<file path="config.mk">
export PLATFORM = sky130hd
export DESIGN_NAME = mcm_device_flat
export DESIGN_NICKNAME = d
export VERILOG_FILES = /design/src/mcm_pkg.sv /design/src/mcm_port_if.sv /design/src/mcm_device.sv /design/src/flat_wrapper.sv
export SDC_FILE = /design/constraint.sdc
export NUM_CORES = 1
export LEC_CHECK = 0
export ABC_AREA = 1
export BUFFER_PORTS_ARGS = -buffer_cell sky130_fd_sc_hd__buf_2
export CAP_MARGIN = 5
export CORE_MARGIN = 1.5
export CORE_UTILIZATION = 38
export CTS_BUF_LIST = sky130_fd_sc_hd__clkbuf_8 sky130_fd_sc_hd__clkbuf_16
export DETAILED_ROUTE_END_ITERATION = 10
export GPL_ROUTABILITY_DRIVEN = 0
export PLACE_DENSITY = 0.74
export SETUP_SLACK_MARGIN = 0.05
export SKIP_LAST_GASP = 1
export SLEW_MARGIN = 25
export SYNTH_ARGS = -nofsm -noshare
export SYNTH_HDL_FRONTEND = slang
export SYNTH_SLANG_ARGS = --single-unit
</file>
<file path="constraint.sdc">
create_clock -name mclk -period 0.8 [get_ports mclk]
set_input_delay 0 -clock mclk [delete_from_list [all_inputs] [get_ports mclk]]
set_output_delay 0 -clock mclk [all_outputs]
set_load 0.01 [all_outputs]
</file>
<file path="src/mcm_pkg.sv">
// Shared constants and types for the modem control and mode register pair.
// Assumes one 200 MHz clock and a synchronous active-low reset at both ends.
// Functional notes
// - Filter band from rate and high-bandwidth bits
// - Level response select applies in receive only
// - Level acquire overrides programmed level response
// - Loop bandwidth select applies in receive only
// - Bit clock acquire overrides programmed loop bandwidth
// - Host normally programs averaging, hold on fades
// - Mode register is eight bits, write only
// - Interrupt pin low while enabled and pending
// - Invert bit flips transmit and receive data
// - Direction bit one transmits, zero receives
// - Host waits two bit-times after entering transmit
// - Direction change cancels the current task
// - Scrambler runs only in listed tasks, enabled
// - Host keeps scrambler bit during data blocks
// - Powersave bit disables filters, extraction, output buffer
// - Host waits two bit-times after leaving powersave
// - Quality reading sets request bit when enabled, in receive only
// - High crystal drive is a static output
// - Status register is readable outside settling waits; the host holds off all reads and writes during settling waits
// - Control register is eight bits, write only
// - Status read clears the interrupt request bit
package mcm_pkg;
  localparam logic [1:0] ADDR_CONTROL = 2'h0;
  localparam logic [1:0] ADDR_MODE = 2'h1;
  localparam logic [1:0] ADDR_STATUS = 2'h2;
  localparam logic [7:0] REG_RESET = 8'h00;
  // Control register fields.
  localparam int CTL_RATE_BAND = 4;
  localparam int CTL_LEVEL_HI = 3;
  localparam int CTL_LEVEL_LO = 2;
  localparam int CTL_LOOP_HI = 1;
  localparam int CTL_LOOP_LO = 0;
  // Mode register fields.
  localparam int MODE_IRQ_EN = 7;
  localparam int MODE_INVERT = 6;
  localparam int MODE_DIRECTION = 5;
  localparam int MODE_SCRAMBLE = 4;
  localparam int MODE_POWERSAVE = 3;
  localparam int MODE_QUALITY_EN = 2;
  localparam int MODE_XTAL_DRIVE = 1;
  localparam int MODE_HIGH_BW = 0;
  // Status register fields.
  localparam int STAT_IRQ = 7;
  localparam int STAT_QUALITY = 2;
  // Bit time at the default 9600 bit/s rate, and the settling wait of two bit-times.
  localparam int CLK_PERIOD_PS = 5000;
  localparam int BIT_TIME_PS = 104166667;
  localparam int SETTLE_BITS = 2;
  localparam int SETTLE_CYCLES = (SETTLE_BITS * (BIT_TIME_PS / CLK_PERIOD_PS));
  typedef enum logic [2:0] {
    TASK_IDLE = 3'b000,
    TASK_TSO = 3'b001,
    TASK_RDB = 3'b010,
    TASK_TDB = 3'b011,
    TASK_RSD = 3'b100,
    TASK_TSD = 3'b101,
    TASK_OTHER = 3'b110
  } mcm_task_type;
  typedef enum logic [1:0] {
    LEVEL_HOLD = 2'b00,
    LEVEL_PEAK_AVG = 2'b01,
    LEVEL_PEAK_DET = 2'b10,
    LEVEL_LOSSY = 2'b11
  } mcm_level_type;
  typedef enum logic [1:0] {
    LOOP_HOLD = 2'b00,
    LOOP_NARROW = 2'b01,
    LOOP_MEDIUM = 2'b10,
    LOOP_WIDE = 2'b11
  } mcm_loop_type;
  typedef enum logic [1:0] {
    BAND_LOW = 2'b00,
    BAND_RESERVED = 2'b01,
    BAND_MID = 2'b10,
    BAND_HIGH = 2'b11
  } mcm_band_type;
endpackage

</file>
<file path="src/mcm_port_if.sv">
// Parallel host port between the modem register bank and its host.
// The interrupt line is open drain with a pull-up modelled here.
`timescale 1ns/1ps
`default_nettype none
interface mcm_port_if;
  logic wr_en;
  logic rd_en;
  logic [1:0] addr;
  logic [7:0] wdata;
  logic [7:0] rdata;
  logic interrupt_pin_n_out;
  logic interrupt_pin_n_oe;
  wire interrupt_pin_n;
  assign interrupt_pin_n = interrupt_pin_n_oe ? interrupt_pin_n_out : 1'b1;
  modport dev (
    input wr_en, rd_en, addr, wdata,
    output rdata, interrupt_pin_n_out, interrupt_pin_n_oe
  );
  modport host (
    output wr_en, rd_en, addr, wdata,
    input rdata, interrupt_pin_n
  );
endinterface
`default_nettype wire

</file>
<file path="src/mcm_device.sv">
// Modem end: control and mode registers, status register and the static
// configuration they drive into the modem core.
// Assumes the host port signals are synchronous to mclk.
`timescale 1ns/1ps
`default_nettype none
module mcm_device (
  input wire logic mclk,
  input wire logic rstn,
  mcm_port_if.dev port,
  input wire mcm_pkg::mcm_task_type active_task,
  input wire logic level_acquire_command,
  input wire logic bit_clock_acquire_command,
  input wire mcm_pkg::mcm_level_type level_acquire_setting,
  input wire mcm_pkg::mcm_loop_type loop_acquire_setting,
  input wire logic quality_done,
  input wire logic quality_read,
  input wire logic core_irq_event,
  input wire logic [7:0] core_status,
  input wire logic tx_bit_in,
  input wire logic rx_bit_in,
  output logic tx_bit_out,
  output logic rx_bit_out,
  output mcm_pkg::mcm_band_type filter_band,
  output mcm_pkg::mcm_level_type level_response_select,
  output mcm_pkg::mcm_loop_type loop_bandwidth_select,
  output logic transmit_mode,
  output logic task_cancel,
  output logic scrambler_run,
  output logic powersave_bit,
  output logic filters_enable,
  output logic extraction_enable,
  output logic transmit_buffer_enable,
  output logic high_crystal_drive,
  output logic data_invert
);
  logic [7:0] control_q;
  logic [7:0] mode_q;
  logic irq_q;
  logic quality_ready_q;
  logic [7:0] rdata_q;
  logic task_cancel_q;
  logic tx_bit_q;
  logic rx_bit_q;
  logic wr_control;
  logic wr_mode;
  logic rd_status;
  logic irq_set;
  logic quality_set;
  mcm_pkg::mcm_level_type level_prog;
  mcm_pkg::mcm_loop_type loop_prog;

  assign wr_control = port.wr_en && (port.addr == mcm_pkg::ADDR_CONTROL);
  assign wr_mode = port.wr_en && (port.addr == mcm_pkg::ADDR_MODE);
  assign rd_status = port.rd_en && (port.addr == mcm_pkg::ADDR_STATUS);

  always_ff @(posedge mclk) begin
    if (!rstn) begin
      control_q <= mcm_pkg::REG_RESET;
    end else if (wr_control) begin
      control_q <= port.wdata;
    end
  end

  always_ff @(posedge mclk) begin
    if (!rstn) begin
      mode_q <= mcm_pkg::REG_RESET;
    end else if (wr_mode) begin
      mode_q <= port.wdata;
    end
  end

  always_ff @(posedge mclk) begin
    if (!rstn) begin
      task_cancel_q <= 1'b0;
    end else begin
      task_cancel_q <= wr_mode &&
        (port.wdata[mcm_pkg::MODE_DIRECTION] != mode_q[mcm_pkg::MODE_DIRECTION]);
    end
  end
  assign task_cancel = task_cancel_q;

  assign transmit_mode = mode_q[mcm_pkg::MODE_DIRECTION];

  assign quality_set = quality_done && !transmit_mode;
  assign irq_set = core_irq_event ||
    (quality_set && mode_q[mcm_pkg::MODE_QUALITY_EN]);

  // clear on status read
  // A new event in the read cycle wins, so it is never lost.
  always_ff @(posedge mclk) begin
    if (!rstn) begin
      irq_q <= 1'b0;
    end else if (irq_set) begin
      irq_q <= 1'b1;
    end else if (rd_status) begin
      irq_q <= 1'b0;
    end
  end

  always_ff @(posedge mclk) begin
    if (!rstn) begin
      quality_ready_q <= 1'b0;
    end else if (quality_set) begin
      quality_ready_q <= 1'b1;
    end else if (quality_read) begin
      quality_ready_q <= 1'b0;
    end
  end

  // mode and control never read back
  always_ff @(posedge mclk) begin
    if (!rstn) begin
      rdata_q <= 8'h00;
    end else if (rd_status) begin
      rdata_q <= core_status;
      rdata_q[mcm_pkg::STAT_IRQ] <= irq_q;
      rdata_q[mcm_pkg::STAT_QUALITY] <= quality_ready_q;
    end else if (port.rd_en) begin
      rdata_q <= 8'h00;
    end
  end
  assign port.rdata = rdata_q;

  assign port.interrupt_pin_n_out = 1'b0;
  assign port.interrupt_pin_n_oe = mode_q[mcm_pkg::MODE_IRQ_EN] && irq_q;

  assign filter_band = mcm_pkg::mcm_band_type'({control_q[mcm_pkg::CTL_RATE_BAND],
                                                 mode_q[mcm_pkg::MODE_HIGH_BW]});

  assign level_prog = mcm_pkg::mcm_level_type'(
    control_q[mcm_pkg::CTL_LEVEL_HI:mcm_pkg::CTL_LEVEL_LO]);
  assign loop_prog = mcm_pkg::mcm_loop_type'(
    control_q[mcm_pkg::CTL_LOOP_HI:mcm_pkg::CTL_LOOP_LO]);

  // The programmed setting is untouched by an acquisition, so it returns
  // by itself once the command drops.
  always_comb begin
    if (transmit_mode) begin
      level_response_select = mcm_pkg::LEVEL_HOLD;
    end else if (level_acquire_command) begin
      level_response_select = level_acquire_setting;
    end else begin
      level_response_select = level_prog;
    end
  end

  always_comb begin
    if (transmit_mode) begin
      loop_bandwidth_select = mcm_pkg::LOOP_HOLD;
    end else if (bit_clock_acquire_command) begin
      loop_bandwidth_select = loop_acquire_setting;
    end else begin
      loop_bandwidth_select = loop_prog;
    end
  end

  always_comb begin
    unique case (active_task)
      mcm_pkg::TASK_TSO, mcm_pkg::TASK_RDB, mcm_pkg::TASK_TDB,
      mcm_pkg::TASK_RSD, mcm_pkg::TASK_TSD: begin
        scrambler_run = mode_q[mcm_pkg::MODE_SCRAMBLE];
      end
      default: begin
        scrambler_run = 1'b0;
      end
    endcase
  end

  assign powersave_bit = mode_q[mcm_pkg::MODE_POWERSAVE];
  assign filters_enable = !powersave_bit;
  assign extraction_enable = !powersave_bit;
  assign transmit_buffer_enable = !powersave_bit;

  assign high_crystal_drive = mode_q[mcm_pkg::MODE_XTAL_DRIVE];

  assign data_invert = mode_q[mcm_pkg::MODE_INVERT];
  always_ff @(posedge mclk) begin
    if (!rstn) begin
      tx_bit_q <= 1'b0;
      rx_bit_q <= 1'b0;
    end else begin
      tx_bit_q <= tx_bit_in ^ data_invert;
      rx_bit_q <= rx_bit_in ^ data_invert;
    end
  end
  assign tx_bit_out = tx_bit_q;
  assign rx_bit_out = rx_bit_q;
endmodule
`default_nettype wire

</file>
<file path="src/flat_wrapper.sv">
// flat-port wrapper written by rule: the top's interface ports become plain ports
module mcm_device_flat 
  (mclk, rstn, active_task, level_acquire_command, bit_clock_acquire_command, level_acquire_setting, loop_acquire_setting, quality_done, quality_read, core_irq_event, core_status, tx_bit_in, rx_bit_in, tx_bit_out, rx_bit_out, filter_band, level_response_select, loop_bandwidth_select, transmit_mode, task_cancel, scrambler_run, powersave_bit, filters_enable, extraction_enable, transmit_buffer_enable, high_crystal_drive, data_invert, port_wr_en, port_rd_en, port_addr, port_wdata, port_rdata, port_interrupt_pin_n_out, port_interrupt_pin_n_oe);
  mcm_port_if port_i ();
  input wire logic mclk;
  input wire logic rstn;
  input wire mcm_pkg::mcm_task_type active_task;
  input wire logic level_acquire_command;
  input wire logic bit_clock_acquire_command;
  input wire mcm_pkg::mcm_level_type level_acquire_setting;
  input wire mcm_pkg::mcm_loop_type loop_acquire_setting;
  input wire logic quality_done;
  input wire logic quality_read;
  input wire logic core_irq_event;
  input wire logic [7:0] core_status;
  input wire logic tx_bit_in;
  input wire logic rx_bit_in;
  output logic tx_bit_out;
  output logic rx_bit_out;
  output mcm_pkg::mcm_band_type filter_band;
  output mcm_pkg::mcm_level_type level_response_select;
  output mcm_pkg::mcm_loop_type loop_bandwidth_select;
  output logic transmit_mode;
  output logic task_cancel;
  output logic scrambler_run;
  output logic powersave_bit;
  output logic filters_enable;
  output logic extraction_enable;
  output logic transmit_buffer_enable;
  output logic high_crystal_drive;
  output logic data_invert;
  input wire logic [$bits(port_i.wr_en)-1:0] port_wr_en;
  input wire logic [$bits(port_i.rd_en)-1:0] port_rd_en;
  input wire logic [$bits(port_i.addr)-1:0] port_addr;
  input wire logic [$bits(port_i.wdata)-1:0] port_wdata;
  output wire logic [$bits(port_i.rdata)-1:0] port_rdata;
  output wire logic [$bits(port_i.interrupt_pin_n_out)-1:0] port_interrupt_pin_n_out;
  output wire logic [$bits(port_i.interrupt_pin_n_oe)-1:0] port_interrupt_pin_n_oe;
  assign port_i.wr_en = port_wr_en;
  assign port_i.rd_en = port_rd_en;
  assign port_i.addr = port_addr;
  assign port_i.wdata = port_wdata;
  assign port_rdata = port_i.rdata;
  assign port_interrupt_pin_n_out = port_i.interrupt_pin_n_out;
  assign port_interrupt_pin_n_oe = port_i.interrupt_pin_n_oe;
  mcm_device u_core (.mclk(mclk), .rstn(rstn), .port(port_i), .active_task(active_task), .level_acquire_command(level_acquire_command), .bit_clock_acquire_command(bit_clock_acquire_command), .level_acquire_setting(level_acquire_setting), .loop_acquire_setting(loop_acquire_setting), .quality_done(quality_done), .quality_read(quality_read), .core_irq_event(core_irq_event), .core_status(core_status), .tx_bit_in(tx_bit_in), .rx_bit_in(rx_bit_in), .tx_bit_out(tx_bit_out), .rx_bit_out(rx_bit_out), .filter_band(filter_band), .level_response_select(level_response_select), .loop_bandwidth_select(loop_bandwidth_select), .transmit_mode(transmit_mode), .task_cancel(task_cancel), .scrambler_run(scrambler_run), .powersave_bit(powersave_bit), .filters_enable(filters_enable), .extraction_enable(extraction_enable), .transmit_buffer_enable(transmit_buffer_enable), .high_crystal_drive(high_crystal_drive), .data_invert(data_invert));
endmodule
</file>
; Word level (Yosys, flattened, before mapping)
; Cells that the tools add are included.
[totals]
reg_bits = 26
latch_bits = 0
mem_bits_rw = 0
mem_bits_ro = 0
input_bits = 36
out_inout_bits = 27
word_cells = 44
mem_count = 0
[classes]
add_sub_neg = 0
n_mul = 0
div = 0
n_lt_le_gt_ge = 0
eq_ne = 8
shifts = 0
n_mux = 11
n_bitwise = 2
reduce_logical = 15
[op_table]
columns = operator, count
row1 = $mux W8, 2
row2 = $mux W2, 4
row3 = $logic_and A1 B1 Y1, 7
row4 = $eq A3 B2 Y1 const B, 2
row5 = $eq A3 B3 Y1 const B, 2
row6 = $reduce_bool A2 Y1, 3
row7 = $mux W1, 5
row8 = $reduce_or A5 Y1, 1
row9 = $eq A3 B1 Y1 const B, 1
row10 = $eq A2 B1 Y1 const B, 1
row11 = $eq A2 B2 Y1 const B, 1
row12 = $logic_not A1 Y1, 2
row13 = $logic_not A2 Y1, 1
row14 = $xor A1 B1 Y1, 2
row15 = $logic_or A1 B1 Y1, 1
row16 = $ne A1 B1 Y1, 1

; Longest topological paths before layout
; Gate-level depths: netlist of the first run.
[depth]
word_depth = 5
ltp_mapped = 6
depth_no_buf = 5

; Worst setup path before layout of the first run
; OpenSTA, ideal clock, no wires.
[synth_path]
path_kind = reg2reg
start = register u_core.mode_q[5]
end = register u_core.irq_q
setup_ns = 0.117
arrival_ns = 0.734
required_ns = 0.683
path_slack_ns = -0.051
path_stages_with_launch = 6
synth_period_minus_slack_ns = 0.851
cell_sequence = dfxtp_1 -> inv_1 -> nand3_1 -> nand2_1 -> nor2_1 -> nor2_1
[synth_between]
elab_chain_len = 5
word_cells_on_any_way = 6
cone_classes = mux (1) / reduce/logical (5)
[synth_rtl]
columns = element, line_no
row1 = "start, declared", mcm_device.sv:37  ; logic [7:0] mode_q;
row2 = "start signal, assigned", mcm_device.sv:66  ; mode_q <= mcm_pkg::REG_RESET;
row3 = "start signal, assigned", mcm_device.sv:68  ; mode_q <= port.wdata;
row4 = $logic_not A1 Y1 (*), mcm_device.sv:84  ; assign quality_set = quality_done && !transmit_mode;
row5 = $logic_and A1 B1 Y1 (*), mcm_device.sv:84
row6 = $logic_and A1 B1 Y1 (*), mcm_device.sv:86  ; (quality_set && mode_q[mcm_pkg::MODE_QUALITY_EN]);
row7 = $logic_or A1 B1 Y1 (*), mcm_device.sv:85  ; assign irq_set = core_irq_event ||
row8 = $mux W1 or $reduce_bool A2 Y1 (tied branches), n/a
row9 = "end signal, assigned", mcm_device.sv:92  ; irq_q <= 1'b0;
row10 = "end signal, assigned", mcm_device.sv:94  ; irq_q <= 1'b1;
row11 = "end signal, assigned", mcm_device.sv:96  ; irq_q <= 1'b0;
row12 = "end, declared", mcm_device.sv:38  ; logic irq_q;
; Mark *: on every way between the ends. The rest lies on a longest branch, timed or not.
; A chain may end at the register's enable or synchronous reset.

; Final worst setup path of the first run
[layout_path]
start = register u_core.mode_q[4]
end = output port scrambler_run
[layout_between]
elab_chain_len = 1
[layout_rtl]
columns = element, line_no
row1 = $mux W1, mcm_device.sv:158  ; unique case (active_task)
row2 = "end, declared", flat_wrapper.sv:25  ; output logic scrambler_run;
; No other way between the ends.

==> out/qor.csv, run 1 <==
metric,value,unit
status,finished with violations,
failed_checks,negative setup slack,
r2r_cells,6,
die_area,0.003233,mm2
fp.dieW,56.86,um
p_leak,0.8383,nW
fin_crit_sh,1.204,
hp-class,input pin to flip-flop,
die_h,56.86,um
finalNetCount,260,
final_cells,254,
drive_above_1_share,0.4664,
track_usage,0.1692,
area_growth,59.02,%
routed_wl,2837,um
min_to,u_core.control_q[1]$_SDFFE_PN0P_,
hold_path.startpoint,port_wdata[1],
placedCellCount,231,
yosys_warnings,0,
first_pass_iters,4,
fin_ws,-163.6,ps
post_drt_wl_per_cell,11.17,um
peakVddDrop,1.191,mV
drtAntennaViolNets,0,
place.port_buffers,59,
cts_tree,yes,
r2r-start,u_core.mode_q[5]$_SDFFE_PN0P_,
first_global_vias,1039,
critPathMaxFanout,2,
holdPathStages,3,
syn_area,0.001102,mm2
skew,1.787,ps
syn_inst,149,
io_pins,63,
hpwl,1773,um
antenna_cells,0,
cts_max_level,1,
critPathArrivalTime,960,ps
clkSinkCount,26,
slew_viol_final,0,
finalCriticalPeriod,963.6,ps
clkSlewWorstSetupHoldPaths,80,ps
synthesis.nets,185,
clockBufferDepth,2,
max_clock_freq,1.038,GHz
vias,1181,
start_util,0.3997,
syn_avg_cell_area,7.398,um2
grt_max_degree,19,
grt_antenna_before_repair,0,
clkLatencyLatePin,270,ps
reg2reg_slack,-80,ps
startpoint_type,flip-flop,
setup_viol,11,
critPathKind,flip-flop to primary output,
cts_buffers,3,
num_rows,19,
synth_cell_type_count,18,
hold_violations,0,
vias_per_cell,4.650,
grt_overflow_total,0,
clockRootBuffer,clkbuf_8,
grt_first_pass_wirelength,4333,um
max-cap-violations,0,
core-area,0.002758,mm2
total_power,2.721,mW
drc,0,
reg2reg_to,u_core.irq_q$_SDFFE_PN0P_,
initialDrtViolationCount,46,
ys_seq_area_frac,0.4722,
p_per_area,1552,mW/mm2
crit_required,800,ps
cp-end-kind,primary output,
synth_seq_cells,26,
rsz0062_at_grt,true,
Yosys cell counts (all sizes together):
cell type,count,area share
conb,1,0.0034
dfxtp,26,0.47
nand2,33,0.11
nand4,5,0.028
o21ai,9,0.041
inv,13,0.044
nor2,31,0.11
xnor2,3,0.024
o31a,1,0.0079
buf,9,0.064
nor3,1,0.0091
nand3,2,0.014
a21oi,15,0.068
metrics by stage:
stage | utilization | hold slack, ps | TNS (ps) | instance area (um2) | setup slack, ps
after global routing | 0.6357 | 11.56 | -1581 | 1753 | -218.0
after floorplan | - | 133.6 | 0 | 1106 | 55.54
final | 0.6357 | 9.682 | -965.0 | 1753 | -163.6
after CTS | 0.5994 | 5.788 | -1123 | 1653 | -199.8
after global placement | 0.4995 | 238.9 | 0 | 1378 | 44.24
after detailed placement | 0.4995 | 250.6 | 0 | 1378 | 21.79
report_power, final:
part | total (mW) | internal [mW] | switching [mW]
Clock | 0.832 | 0.440 | 0.393
Combinational | 0.507 | 0.263 | 0.244
Sequential | 1.38 | 1.35 | 0.0338
worst max-delay path, stage by stage, from the launching register on:
cell and delay, ps:
dfxtp_2 330, inv_2 30, a21oi_2 80, o31a_1 130
buf_2 120
final cells by class:
cell class | count | area, um2
fill | 231 | 1005
tap | 31 | 38.79
sequential | 26 | 546.8
multi-input combinational | 101 | 499.2
inverter | 13 | 53.80
timing repair buffer | 79 | 559.3
clock buffer | 4 | 55.05
sequential cells by signal, indices dropped and copies added, names as in the netlist:
register and count:
u_core.mode_q 8, u_core.port.rdata 8, u_core.tx_bit_out 1, u_core.irq_q 1
u_core.control_q 5, u_core.quality_ready_q 1, u_core.rx_bit_out 1, u_core.task_cancel 1
how the worst max path moves through the flow:
stage,start,end,slack [ps]
4_1_cts,u_core.mode_q[4]$_SDFFE_PN0P_,scrambler_run,-200
5_1_grt,u_core.mode_q[5]$_SDFFE_PN0P_,loop_bandwidth_select[1],-220
2_1_floorplan,u_core.mode_q[5]$_SDFFE_PN0P_,u_core.irq_q$_SDFFE_PN0P_,60
3_3_place_gp,port_addr[0],u_core.mode_q[3]$_SDFFE_PN0P_,40
6_report,u_core.mode_q[4]$_SDFFE_PN0P_,scrambler_run,-160
3_5_place_dp,u_core.mode_q[5]$_SDFFE_PN0P_,u_core.irq_q$_SDFFE_PN0P_,20
cells in the final DEF, fill, tap and decap left out:
| master | count |
|---|---|
| inv_4 | 2 |
| buf_2 | 47 |
| buf_6 | 13 |
| o31a_1 | 1 |
| nand4_1 | 5 |
| dfxtp_2 | 15 |
| dfxtp_4 | 2 |
| nand3_2 | 2 |
| clkbuf_8 | 4 |
| a21oi_2 | 2 |
| xnor2_1 | 2 |
| nor3_2 | 1 |
| nor2_1 | 30 |
| nand2_2 | 2 |
| inv_2 | 4 |
| conb_1 | 1 |
| o21ai_2 | 3 |
| inv_1 | 7 |
| nand2_1 | 31 |
| a21oi_1 | 13 |
| o21ai_1 | 2 |
| o21ai_0 | 4 |
| dlygate4sd3_1 | 14 |
| xnor2_2 | 1 |
| dfxtp_1 | 9 |
| nor2_4 | 1 |
| buf_4 | 5 |
layer usage:
layer / up-vias / wire, um / GRT usage
li1: 614 / - / -
met1: 521 / 1236 / 0.2000
met2: 40 / 1395 / 0.2990
met3: 6 / 131 / 0.02304
met4: 0 / 73 / 0.07973
met5: - / 0 / 0
kinds of logic after synthesis:
logic type / share of synthesized area
AND/OR/NAND/NOR: 0.2758
flip-flops: 0.4722
AO/OA/AOI/OAI: 0.1169
buffers and inverters: 0.1078
XOR/XNOR: 0.02384
other: 0.003402
repair_timing:
| action | 4_1_cts | 5_1_grt |
|---|---|---|
| resized for setup | 18 | 31 |
| endpoints found under the hold margin | 14 | 0 |
| endpoints found under the setup margin | 13 | 29 |
| pin swaps | 7 | 6 |
| buffers inserted | 4 | 1 |
| hold buffers | 14 | 0 |
(Power assumes the default switching activity.)
==> run 2, diff against run 1 <==
--- a/config.mk
+++ b/config.mk
@@ -6,7 +6,7 @@
 export NUM_CORES = 1
 export LEC_CHECK = 0
 export ABC_AREA = 1
-export BUFFER_PORTS_ARGS = -buffer_cell sky130_fd_sc_hd__buf_2
+export BUFFER_PORTS_ARGS = -buffer_cell sky130_fd_sc_hd__buf_4
 export CAP_MARGIN = 5
 export CORE_MARGIN = 1.5
 export CORE_UTILIZATION = 38
==> run 2 against run 1 <==
Compared with the run above:
- the run still ends with negative setup slack left
- clock skew is 1.9 ps higher
- design area up 9.2%
- clock-buffer cell count is the same
- combinational power up 16%
- critical path type unchanged
- sequential share of layout area decreased by 2.7 points
- non-clock buffer count unchanged
- routed wire length increased by 3.0%
- via count shrank 0.42%
- critical path depth stayed put
- global-route usage is 0.89 points higher
- worst setup slack got worse by 55 ps
- clock power is 14% higher
==> out/qor.csv, run 2 (synthesis gave the netlist of run 1 again) <==
metric,value,unit
crit_required,800,ps
clkLatencyLatePin,270,ps
die_h,56.86,um
clockBufferDepth,2,
vias,1176,
final_common_cell,buf_4,
most-common-layout-cells,"buf_4, nand2_1, nor2_1, buf_6, dlygate4sd3_1",
routed_wl,2923,um
clockRootBuffer,clkbuf_8,
fin_ws,-218.4,ps
startpoint_type,flip-flop,
rsz0062_at_grt,true,
grt_first_pass_wirelength,4512,um
holdPathStages,3,
p_per_area,1525,mW/mm2
final_util,0.6942,
slowest_delay,370,ps
path_cells,inv_6 -> o21ai_1 -> nor2_1 -> buf_4,
dp_worst_setup_slack,18.91,ps
finalNetCount,260,
p_leak,0.8830,nW
grt_overflow_total,0,
slew_viol_final,0,
setup_viol,12,
critPathMaxFanout,5,
place.port_buffers,59,
fp.dieW,56.86,um
critPathArrivalTime,1020,ps
initialDrtViolationCount,30,
max_clock_freq,0.9819,GHz
critPathKind,flip-flop to primary output,
hp-class,input pin to flip-flop,
skew,3.668,ps
clkSlewWorstSetupHoldPaths,80,ps
failed_checks,negative setup slack,
fin_tns_setup,-1353,ps
cts_buffers,3,
area_growth,73.67,%
clkSinkCount,26,
num_rows,19,
placedCellCount,231,
max-cap-violations,0,
post_drt_wl_per_cell,11.51,um
start_util,0.3997,
cts_tree,yes,
hpwl,2021,um
cts_max_level,1,
die_area,0.003233,mm2
first_pass_iters,4,
hold_violations,0,
dpl-instance-area,0.001525,mm2
first_global_vias,1123,
grt_antenna_before_repair,0,
fin_crit_sh,1.273,
drive_above_1_share,0.4439,
core-area,0.002758,mm2
antenna_cells,0,
grt_max_degree,19,
reg2reg_slack,-100,ps
design_area,0.001914,mm2
final_cells,254,
io_pins,63,
r2r_cells,4,
status,finished with violations,
drc,0,
peakVddDrop,1.065,mV
finalCriticalPeriod,1018,ps
vias_per_cell,4.630,
track_usage,0.1781,
cp-end-kind,primary output,
critical-path-slowest-cell,dfxtp_4,
drtAntennaViolNets,0,
run 2: cell count changes in the layout (fill, tap and decap cells not counted), sizes merged:
cell | before | now
buf | 65 | 64
dlygate4sd3 | 14 | 15
run 2: cell type report:
type                            count  area [um2]
Sequential cell                    26       545.5
Timing Repair Buffer               79       705.7
Fill cell                         231       843.3
Multi-Input combinational cell    101       501.7
Inverter                           13       56.30
Tap cell                           31       38.79
Clock buffer                        4       66.31
run 2: path summary, 6_finish.rpt:
path / start / endpoint
max: u_core.mode_q[5]$_SDFFE_PN0P_ / level_response_select[1]
min: rstn / u_core.mode_q[5]$_SDFFE_PN0P_
max reg2reg: u_core.mode_q[5]$_SDFFE_PN0P_ / u_core.task_cancel$_SDFF_PN0_
min reg2reg: u_core.quality_ready_q$_SDFFE_PN0P_ / u_core.port.rdata[2]$_SDFFE_PN0P_
run 2: metrics by stage:
step / total power [mW] / hold slack [ps]
floorplan: 1.621 / 133.6
global placement: 1.846 / 239.7
detailed placement: 1.861 / 244.2
CTS: 2.892 / 1.576
global route: 3.051 / 10.59
finish: 2.919 / 6.207
run 2: metal layers:
metal | GRT usage | wire length [um] | vias to the layer above
met4 | 0.08638 | 57 | 0
met5 | 0 | 0 | -
li1 | - | - | 615
met2 | 0.3306 | 1553 | 34
met1 | 0.1969 | 1206 | 522
met3 | 0.02304 | 106 | 5
run 2: what timing repair did:
action | in CTS | in global routing
buffers inserted | 5 | 1
endpoints found under the hold margin | 12 | 1
resized for setup | 16 | 40
hold buffers | 14 | 1
pin swaps | 4 | 8
endpoints found under the setup margin | 12 | 29
run 2: critical path, delay by kind of cell (launching register included):
family	cells	cell delay, ps
simple gates	1	120
compound gates	1	60
buf+inv	2	200
flops	1	370
run 2: report_power, final:
group	switching, mW	total (mW)	internal [mW]
Combinational	0.251	0.586	0.335
Clock	0.405	0.949	0.544
Sequential	0.0360	1.38	1.35
